[src/rtl/dcr_consts.svh]
`ifndef DCR_CONSTS_SVH
`define DCR_CONSTS_SVH

// Register addresses on the five-bit parallel bus
`define DCR_ADDR_CFG        5'h00
`define DCR_ADDR_GPIO       5'h01
`define DCR_ADDR_PEND       5'h02
`define DCR_BASE_DATA       2'h1
`define DCR_BASE_ZERO       2'h2
`define DCR_BASE_GAIN       2'h3

// Field positions
`define DCR_CFG_CAL_EN_BIT  6
`define DCR_CFG_GBUSY_BIT   5
`define DCR_GPIO_BIT        11
`define DCR_PEND_LSB        4

// Reset values
`define DCR_DATA_RST        12'h000
`define DCR_ZERO_RST        12'h000
`define DCR_GAIN_RST        12'h800
`define DCR_GPIO_RST        1'b1
`define DCR_PEND_RST        8'h00
`define DCR_CODE_MAX        12'hfff

// Gain coefficient is (half scale + code) / 4096
`define DCR_GAIN_HALF       13'h0800
`define DCR_GAIN_SHIFT      12

// Correction time per channel
`define DCR_CLK_PERIOD_NS   25
`define DCR_CORR_NS         500
`define DCR_CORR_CYC \
  ((`DCR_CORR_NS + `DCR_CLK_PERIOD_NS - 1) / `DCR_CLK_PERIOD_NS)

`endif

[src/rtl/dcr_pkg.sv]
package dcr_pkg;

  typedef logic [11:0] dcr_code_t;

  // One access on the parallel register bus
  typedef struct packed {
    logic      wr;
    logic      rd;
    logic [4:0] addr;
    dcr_code_t wdata;
  } dcr_req_t;

  typedef enum logic {
    dcr_eng_idle,
    dcr_eng_run
  } dcr_eng_state_t;

endpackage : dcr_pkg

[src/rtl/dcr_corr_math.sv]
`timescale 1ns/1ps
`include "dcr_consts.svh"

module dcr_corr_math
  import dcr_pkg::*;
(
  input  wire dcr_code_t code_i,
  input  wire dcr_code_t gain_i,
  input  wire dcr_code_t offset_i,
  output      dcr_code_t result_o
);

  wire [12:0]        coef;
  wire [24:0]        product;
  wire [12:0]        scaled;
  wire signed [14:0] sum;
  wire               under;
  wire               over;

  // Gain 000h is 0.5, FFFh is 1.499756, one step is 1/4096
  assign coef    = `DCR_GAIN_HALF + {1'b0, gain_i};
  assign product = {13'h0000, code_i} * {12'h000, coef};
  assign scaled  = product[24:12];
  // Offset is twos complement, one LSB per step
  assign sum     = $signed({2'b00, scaled})
                 + $signed({{3{offset_i[11]}}, offset_i});
  assign under   = sum[14];
  assign over    = !sum[14] && (sum[13:12] != 2'b00);
  assign result_o = under ? 12'h000 :
                    over  ? `DCR_CODE_MAX : sum[11:0];

endmodule : dcr_corr_math

[src/rtl/dcr_gpio_pad.sv]
`timescale 1ns/1ps
`include "dcr_consts.svh"

module dcr_gpio_pad
  import dcr_pkg::*;
(
  input  wire logic core_clk_i,
  input  wire logic nrst_i,
  input  wire logic pin_i,
  input  wire logic release_i,
  output      logic pin_oe_o,
  output      logic pin_level_o
);

  logic meta_r;
  logic level_r;
  logic oe_r;

  // Open drain: enable only to pull low, released after reset
  always_ff @(posedge core_clk_i or negedge nrst_i) begin
    if (!nrst_i) begin
      oe_r <= 1'b0;
    end else begin
      oe_r <= !release_i;
    end
  end

  // Pin level is asynchronous, two stages before use
  always_ff @(posedge core_clk_i or negedge nrst_i) begin
    if (!nrst_i) begin
      meta_r  <= 1'b1;
      level_r <= 1'b1;
    end else begin
      meta_r  <= pin_i;
      level_r <= meta_r;
    end
  end

  assign pin_oe_o    = oe_r;
  assign pin_level_o = level_r;

endmodule : dcr_gpio_pad

[src/rtl/dcr_cal_regs.sv]
//////////////////////////////////////////////////////////////////////////////
//////////////////////////////////////////////////////////////////////////////
`timescale 1ns/1ps
`include "dcr_consts.svh"

module dcr_cal_regs
  import dcr_pkg::*;
#(
  parameter int NCH      = 8,
  parameter int CORR_CYC = `DCR_CORR_CYC
)
(
  input  wire logic                 core_clk_i,
  input  wire logic                 nrst_i,
  input  wire dcr_req_t             bus_req_i,
  output      dcr_code_t            bus_rdata_o,
  input  wire logic                 gpio_pin_i,
  output      logic                 gpio_pin_o,
  output      logic                 gpio_pin_oe_o,
  output      logic [NCH-1:0][11:0] conv_data_o,
  output      logic [NCH-1:0]       conv_load_o,
  output      logic                 global_pending_o
);

  //////////////////////////////////////////////////////////////////////////
  // Decode helpers

  function automatic logic [NCH-1:0] chan_hit(
    input logic [4:0] addr,
    input logic [1:0] base,
    input logic       en
  );
    logic [NCH-1:0] hit;
    hit = '0;
    if (en && addr[4:3] == base) begin
      hit[addr[2:0]] = 1'b1;
    end
    return hit;
  endfunction : chan_hit

  function automatic logic [2:0] first_set(input logic [NCH-1:0] v);
    logic [2:0] idx;
    idx = 3'h0;
    for (int i = NCH - 1; i >= 0; i--) begin
      if (v[i]) begin
        idx = 3'(i);
      end
    end
    return idx;
  endfunction : first_set

  //////////////////////////////////////////////////////////////////////////
  // Storage and state

  localparam logic [4:0] CNT_LOAD = 5'(CORR_CYC - 1);

  dcr_code_t      data_r [NCH];
  dcr_code_t      zero_r [NCH];
  dcr_code_t      gain_r [NCH];
  logic           cal_en_r;
  logic           gpio_bit_r;
  logic           pin_drv_r;
  logic [NCH-1:0] pend_r;
  logic [NCH-1:0] pend_nxt;
  logic           gpend_r;
  dcr_code_t      rdata_r;
  logic [NCH-1:0][11:0] conv_r;
  logic [NCH-1:0] load_r;

  dcr_eng_state_t state_r;
  dcr_eng_state_t state_nxt;
  logic [2:0]     sel_r;
  logic [4:0]     cnt_r;

  wire            wr;
  wire [4:0]      addr;
  wire dcr_code_t wdata;
  wire [NCH-1:0]  wr_data;
  wire [NCH-1:0]  wr_zero;
  wire [NCH-1:0]  wr_gain;
  wire [NCH-1:0]  wr_any;
  wire            wr_cfg;
  wire            wr_gpio;
  wire            gpio_bit_nxt;
  wire            rd_mapped;
  wire            done;
  wire [NCH-1:0]  done_mask;
  wire dcr_code_t corr_val;
  wire            pin_level;
  wire dcr_code_t rd_val;
  wire [NCH-1:0]  rd_chan;
  wire            start;

  //////////////////////////////////////////////////////////////////////////
  // Write decode

  assign wr      = bus_req_i.wr;
  assign addr    = bus_req_i.addr;
  assign wdata   = bus_req_i.wdata;
  assign wr_data = chan_hit(addr, `DCR_BASE_DATA, wr);
  assign wr_zero = chan_hit(addr, `DCR_BASE_ZERO, wr);
  assign wr_gain = chan_hit(addr, `DCR_BASE_GAIN, wr);
  assign wr_any  = wr_data | wr_zero | wr_gain;
  assign wr_cfg  = wr && addr == `DCR_ADDR_CFG;
  assign wr_gpio = wr && addr == `DCR_ADDR_GPIO;

  //////////////////////////////////////////////////////////////////////////
  // Per-channel calibration registers

  generate
    for (genvar n = 0; n < NCH; n++) begin : g_chan
      always_ff @(posedge core_clk_i or negedge nrst_i) begin
        if (!nrst_i) begin
          data_r[n] <= `DCR_DATA_RST;
          zero_r[n] <= `DCR_ZERO_RST;
          gain_r[n] <= `DCR_GAIN_RST;
        end else begin
          if (wr_data[n]) begin
            data_r[n] <= wdata;
          end
          if (wr_zero[n]) begin
            zero_r[n] <= wdata;
          end
          if (wr_gain[n]) begin
            gain_r[n] <= wdata;
          end
        end
      end

      // Converter register: straight path when off, engine result when on
      always_ff @(posedge core_clk_i or negedge nrst_i) begin
        if (!nrst_i) begin
          conv_r[n] <= `DCR_DATA_RST;
          load_r[n] <= 1'b0;
        end else begin
          load_r[n] <= 1'b0;
          if (!cal_en_r && wr_data[n]) begin
            conv_r[n] <= wdata;
            load_r[n] <= 1'b1;
          end else if (done_mask[n]) begin
            conv_r[n] <= corr_val;
            load_r[n] <= 1'b1;
          end
        end
      end
    end
  endgenerate

  //////////////////////////////////////////////////////////////////////////
  // Configuration and pin registers

  always_ff @(posedge core_clk_i or negedge nrst_i) begin
    if (!nrst_i) begin
      cal_en_r   <= 1'b0;
      gpio_bit_r <= `DCR_GPIO_RST;
    end else begin
      if (wr_cfg) begin
        cal_en_r <= wdata[`DCR_CFG_CAL_EN_BIT];
      end
      if (wr_gpio) begin
        gpio_bit_r <= wdata[`DCR_GPIO_BIT];
      end
    end
  end

  // Pad sees the next bit so the pin follows the write edge itself
  assign gpio_bit_nxt = wr_gpio ? wdata[`DCR_GPIO_BIT] : gpio_bit_r;

  dcr_gpio_pad u_gpio (
    .core_clk_i  (core_clk_i),
    .nrst_i      (nrst_i),
    .pin_i       (gpio_pin_i),
    .release_i   (gpio_bit_nxt),
    .pin_oe_o    (gpio_pin_oe_o),
    .pin_level_o (pin_level)
  );

  // Open drain never drives high; held in a flop like every output
  always_ff @(posedge core_clk_i or negedge nrst_i) begin
    if (!nrst_i) begin
      pin_drv_r <= 1'b0;
    end else begin
      pin_drv_r <= 1'b0;
    end
  end

  assign gpio_pin_o = pin_drv_r;

  //////////////////////////////////////////////////////////////////////////
  // Correction engine, one channel at a time, lowest index first

  assign start     = cal_en_r && (pend_r != '0);
  assign done      = state_r == dcr_eng_run && cal_en_r && cnt_r == 5'h00;
  assign done_mask = done ? (NCH'(1) << sel_r) : '0;

  always_comb begin
    state_nxt = state_r;
    unique case (state_r)
      dcr_eng_idle: begin
        if (start) begin
          state_nxt = dcr_eng_run;
        end
      end
      dcr_eng_run: begin
        if (!cal_en_r || cnt_r == 5'h00) begin
          state_nxt = dcr_eng_idle;
        end
      end
    endcase
  end

  always_ff @(posedge core_clk_i or negedge nrst_i) begin
    if (!nrst_i) begin
      state_r <= dcr_eng_idle;
      sel_r   <= 3'h0;
      cnt_r   <= 5'h00;
    end else begin
      state_r <= state_nxt;
      if (state_r == dcr_eng_idle && start) begin
        sel_r <= first_set(pend_r);
        cnt_r <= CNT_LOAD;
      end else if (cnt_r != 5'h00) begin
        cnt_r <= cnt_r - 5'h01;
      end
    end
  end

  // Operands are taken at completion so late writes are honoured
  dcr_corr_math u_math (
    .code_i   (data_r[sel_r]),
    .gain_i   (gain_r[sel_r]),
    .offset_i (zero_r[sel_r]),
    .result_o (corr_val)
  );

  //////////////////////////////////////////////////////////////////////////
  // Pending flags: a write in the completion cycle keeps the flag set

  assign pend_nxt = cal_en_r ?
                    ((pend_r & ~done_mask) | wr_any) :
                    '0;

  always_ff @(posedge core_clk_i or negedge nrst_i) begin
    if (!nrst_i) begin
      pend_r  <= `DCR_PEND_RST;
      gpend_r <= 1'b0;
    end else begin
      pend_r  <= pend_nxt;
      gpend_r <= |pend_nxt;
    end
  end

  //////////////////////////////////////////////////////////////////////////
  // Read path, answer one cycle after the strobe, unmapped reads zero

  assign rd_chan = chan_hit(addr, `DCR_BASE_DATA, 1'b1)
                 | chan_hit(addr, `DCR_BASE_ZERO, 1'b1)
                 | chan_hit(addr, `DCR_BASE_GAIN, 1'b1);

  assign rd_mapped = (rd_chan != '0) || (addr[4:3] == 2'h0);

  assign rd_val =
    (addr == `DCR_ADDR_CFG)  ?
      (12'(cal_en_r) << `DCR_CFG_CAL_EN_BIT) |
      (12'(gpend_r) << `DCR_CFG_GBUSY_BIT) :
    (addr == `DCR_ADDR_GPIO) ?
      (12'(pin_level) << `DCR_GPIO_BIT) :
    (addr == `DCR_ADDR_PEND) ?
      {pend_r, 4'h0} :
    (addr[4:3] == `DCR_BASE_DATA) ? data_r[addr[2:0]] :
    (addr[4:3] == `DCR_BASE_ZERO) ? zero_r[addr[2:0]] :
    (addr[4:3] == `DCR_BASE_GAIN) ? gain_r[addr[2:0]] :
    12'h000;

  always_ff @(posedge core_clk_i or negedge nrst_i) begin
    if (!nrst_i) begin
      rdata_r <= 12'h000;
    end else if (bus_req_i.rd) begin
      rdata_r <= rd_mapped ? rd_val : 12'h000;
    end
  end

  assign bus_rdata_o      = rdata_r;
  assign conv_data_o      = conv_r;
  assign conv_load_o      = load_r;
  assign global_pending_o = gpend_r;

endmodule : dcr_cal_regs

[config.mk]
export PLATFORM = sky130hd
export DESIGN_NAME = dcr_cal_regs
export DESIGN_NICKNAME = d
export VERILOG_FILES = /design/src/rtl/dcr_pkg.sv /design/src/rtl/dcr_corr_math.sv /design/src/rtl/dcr_gpio_pad.sv /design/src/rtl/dcr_cal_regs.sv
export VERILOG_INCLUDE_DIRS = /design/src /design/src/rtl
export SDC_FILE = /design/constraint.sdc
export NUM_CORES = 1
export LEC_CHECK = 0
export BUFFER_PORTS_ARGS = -buffer_cell sky130_fd_sc_hd__buf_2
export CAP_MARGIN = 20
export CORE_MARGIN = 4
export CORE_UTILIZATION = 55
export CTS_CLUSTER_DIAMETER = 50
export DETAILED_ROUTE_END_ITERATION = 8
export PLACE_DENSITY_LB_ADDON = 0.3
export SYNTH_ARGS = -nofsm -noshare
export SYNTH_HDL_FRONTEND = slang
export SYNTH_SLANG_ARGS = --single-unit
[constraint.sdc]
create_clock -name core_clk_i -period 8.2 [get_ports core_clk_i]
set_input_delay 0.82 -clock core_clk_i [delete_from_list [all_inputs] [get_ports core_clk_i]]
set_output_delay 0.82 -clock core_clk_i [all_outputs]
set_load 0.01 [all_outputs]
==> summary.txt <==
GRT
  • Vias in the first global route: 21915
  • Grt ovf: 0
  • Initial antenna violation count: 6
  • Global Route Usage Sum: 0.330
  • Largest net degree at the start of global routing: about 150
  • First-pass GRT wire length: 130000 um

Route
  • Vias: 21294
  • Top Metal Used: met5
  • Antenna Nets Post-Route: 0
  • Wire length per cell: 26.9 um
  • Via density: 6.67
  • Met1 WL: ~32000 um
  • First-pass DRT Iterations: 7
  • Iteration-0 DRC Markers: 2406
  • Routed length on met3: roughly 11000 um
  • DRC: 0
  • Met2 wire len: 39100 um
  • Overall routed net length: 85800 um

Critical path
  • Crit path max fanout: 8
  • FF-to-FF Start: sel_r[0]$_DFFE_PN0P_
  • Slowest-stage cell, CP: dfrtp_4
  • R2r setup slk: -0.13 ns
  • CP arrival: roughly 8.8 ns
  • Slowest Stage Delay on Critical Path: around 0.50 ns
  • CP Capture Type: flop
  • CP required: 8.66 ns
  • Most numerous cell on the critical path: fa_1
  • WS Path Type: flop to flop
  • Worst setup path startpoint: sel_r[0]$_DFFE_PN0P_
  • Worst setup SP type: flop
  • Worst R2R Path Depth: 32
  • Worst Setup EP: conv_data_o[77]$_DFFE_PN0P_
  • End of the worst register-to-register path: conv_data_o[77]$_DFFE_PN0P_

Timing
  • Final hold vios: 0
  • RSZ-0062 raised after global routing: yes
  • Final setup violation count: 96
  • Fmax: 120 MHz
  • Slew margin rel.: 0.224
  • Min cycle time layout: 8.33 ns
  • Fin Clk Skew: 0.0300 ns
  • Worst Max-Slew Pin Slew: 1.16 ns
  • Tcrit/Tclk final: 1.02
  • Slew Limit Fails: 0
  • Final setup margin: -0.132 ns
  • Hold slack: 0.281 ns

Placement
  • Detail Placement HPWL: 59200 um
  • PortBufs: 139
  • Placer Congestion: 0.935

Min path
  • Worst hold path class: input pin to asynchronous set/reset pin

Outcome
  • Status: complete, but fails checks
  • Failing checks: setup timing

Floorplan
  • CORE AREA: 47000 um^2
  • Initial Utilization: 0.562
  • Die area: 51500 um^2
  • IO Pins: about 140
  • # rows: 79
  • Die X: 227 um
  • Chip Height: 227 um

Clock network
  • Cts bufs inserted: 47
  • Clk_lat worst skew: ~0.6 ns
  • H-tree Lvls: 2
  • CTS root buffer: clkbuf_16
  • Sink Count: 427
  • CTS tree: done
  • Clk slew on worst S/H paths: approximately 0.060 ns
  • CTS Buffer Depth: 3

Yosys
  • Synth cell types: 73
  • Largest cells by area after synthesis: dfrtp_1 39%, mux2_2 15%, fa_1 8.3%, mux4_2 6.1%, ha_1 3.5%
  • Syn Area/Cell: 11.3 um^2
  • Post-synth top area share: 0.395
  • Synthesis Warnings: 0
  • Netlist Area Pre-Place: 26400 um^2
  • Flops & latches, synth: 427
  • Part of the Yosys area used for sequential elements: 0.406
  • Ys async rst share: 1.00
  • Synth Flop Type: dfrtp_1
  • Post-synth EDFFs: 0
  • Yosys top cell by area: dfrtp_1
  • Mapped Cells: 2326

Finish
  • Filler cells: 3356
  • Share of cells above drive strength 1: 0.385
  • Nets: approximately 2800
  • Area growth, synth to finish: 19.4%

Job
  • Max cap viols: 0
## worst min path at each step
stage / to / slack (ns) / cells after the start
2_1_floorplan: u_gpio.pin_level_o$_DFF_PN1_ / 0.35 / 0
3_3_place_gp: u_gpio.pin_level_o$_DFF_PN1_ / 0.35 / 0
3_5_place_dp: u_gpio.pin_level_o$_DFF_PN1_ / 0.35 / 0
4_1_cts: u_gpio.meta_r$_DFF_PN1_ / 0.31 / 1
5_1_grt: u_gpio.meta_r$_DFF_PN1_ / 0.32 / 1
6_report: cnt_r[3]$_DFFE_PN0P_ / 0.28 / 1
## cells by family after synthesis
kind of cell,count (synthesis),synth area share
other,1,0.000142
XOR/XNOR,25,0.00830
flip-flops,427,0.406
AND/OR/NAND/NOR,437,0.0764
multiplexers,446,0.223
AO/OA/AOI/OAI,483,0.121
buffers and inverters,324,0.0473
adder cells (fa/ha/maj),183,0.118
## through the flow
stage	cell area, um^2	setup slack, ns	util	std cells	setup TNS (ns)
4_1_cts	31000	-0.00612	0.660	3178	-0.0158
6_report	31500	-0.132	0.671	3194	-8.19
3_5_place_dp	28800	-0.300	0.613	3067	-21.44
5_1_grt	31500	-0.435	0.671	3193	-36.32
2_1_floorplan	26500	0.0259	-	2328	0
3_3_place_gp	28800	-0.0578	0.613	3067	-2.76
## cells in the mapped netlist, drive strengths merged (11+ instances only)
master,number
a21oi,72
a22oi,120
and2,15
buf,24
clkbuf,149
dfrtp,416
dfstp,11
fa,110
ha,73
inv,150
mux2,343
mux2i,26
mux4,77
nand2,146
nand2b,24
nand3,23
nor2,129
nor2b,33
nor3,25
nor4,11
o21ai,131
o22ai,62
xnor2,13
xor2,12
## cell usage in the layout, fill, tap and decap left out, types with 11 or more instances in the layout
cell type and n:
a21oi_1 56, a21oi_4 11, a22oi_1 119, and2_1 13, buf_12 26, buf_2 139, buf_4 160, buf_6 13
clkbuf_1 13, clkbuf_16 48, dfrtp_1 413, dfstp_2 11, fa_1 107, ha_1 66, inv_1 145, mux2_2 328
mux2_4 15, mux2i_1 24, mux4_2 71, nand2_1 131, nand2b_1 24, nand3_1 22, nor2_1 119, nor2b_1 31
nor3_1 22, nor4_1 11, o21ai_0 59, o21ai_1 21, o21ai_2 48, o22ai_1 62, xnor2_1 12, xor2_1 11
## critical path: cells and delay by family (launching register included)
kind | cells | cell delay (ns)
adders and majority gates | 7 | 2.96
AOI/OAI and AO/OA | 11 | 2.29
buffers and inverters | 8 | 0.93
muxes | 2 | 0.76
and+or+nand+nor | 3 | 0.59
DFF | 1 | 0.50
xor gates and xnor gates | 1 | 0.15
## per-layer routing
metal,vias to the layer above,GRT usage
met5,-,0
met4,8,0.138
met3,318,0.0944
met2,1371,0.509
met1,10783,0.446
li1,8814,-
## area by class of cell
class,count,area (um^2),area share
multi-input cells,1577,15200,0.483
flip-flops and latches,427,10700,0.340
repair buffers,344,2690,0.0854
clock buffers,69,1350,0.0428
well taps,607,759,0.0241
inverters,151,567,0.0180
clock inverters,17,218,0.00691
diodes,2,5.00,0.000159
## sequential cells by signal (all words and copies together), names as in the netlist
register	count
conv_data_o	96
data_r	96
gain_r	96
zero_r	96
bus_rdata_o	12
conv_load_o	8
pend_r	8
cnt_r	5
sel_r	3
cal_en_r	1
global_pending_o	1
gpio_bit_r	1
state_r	1
u_gpio.meta_r	1
u_gpio.pin_level_o	1
u_gpio.pin_oe_o	1
## what timing repair did
action | in CTS | in global routing
setup endpoints to repair | 96 | 96
hold buffers | 0 | 0
pin swaps | 46 | 71
buffers inserted | 23 | 13
gates cloned | 3 | 1
resized for setup | 115 | 123
Power is not shown: default switching activity piles up to over one toggle a cycle in this logic, so the estimate is an artifact.
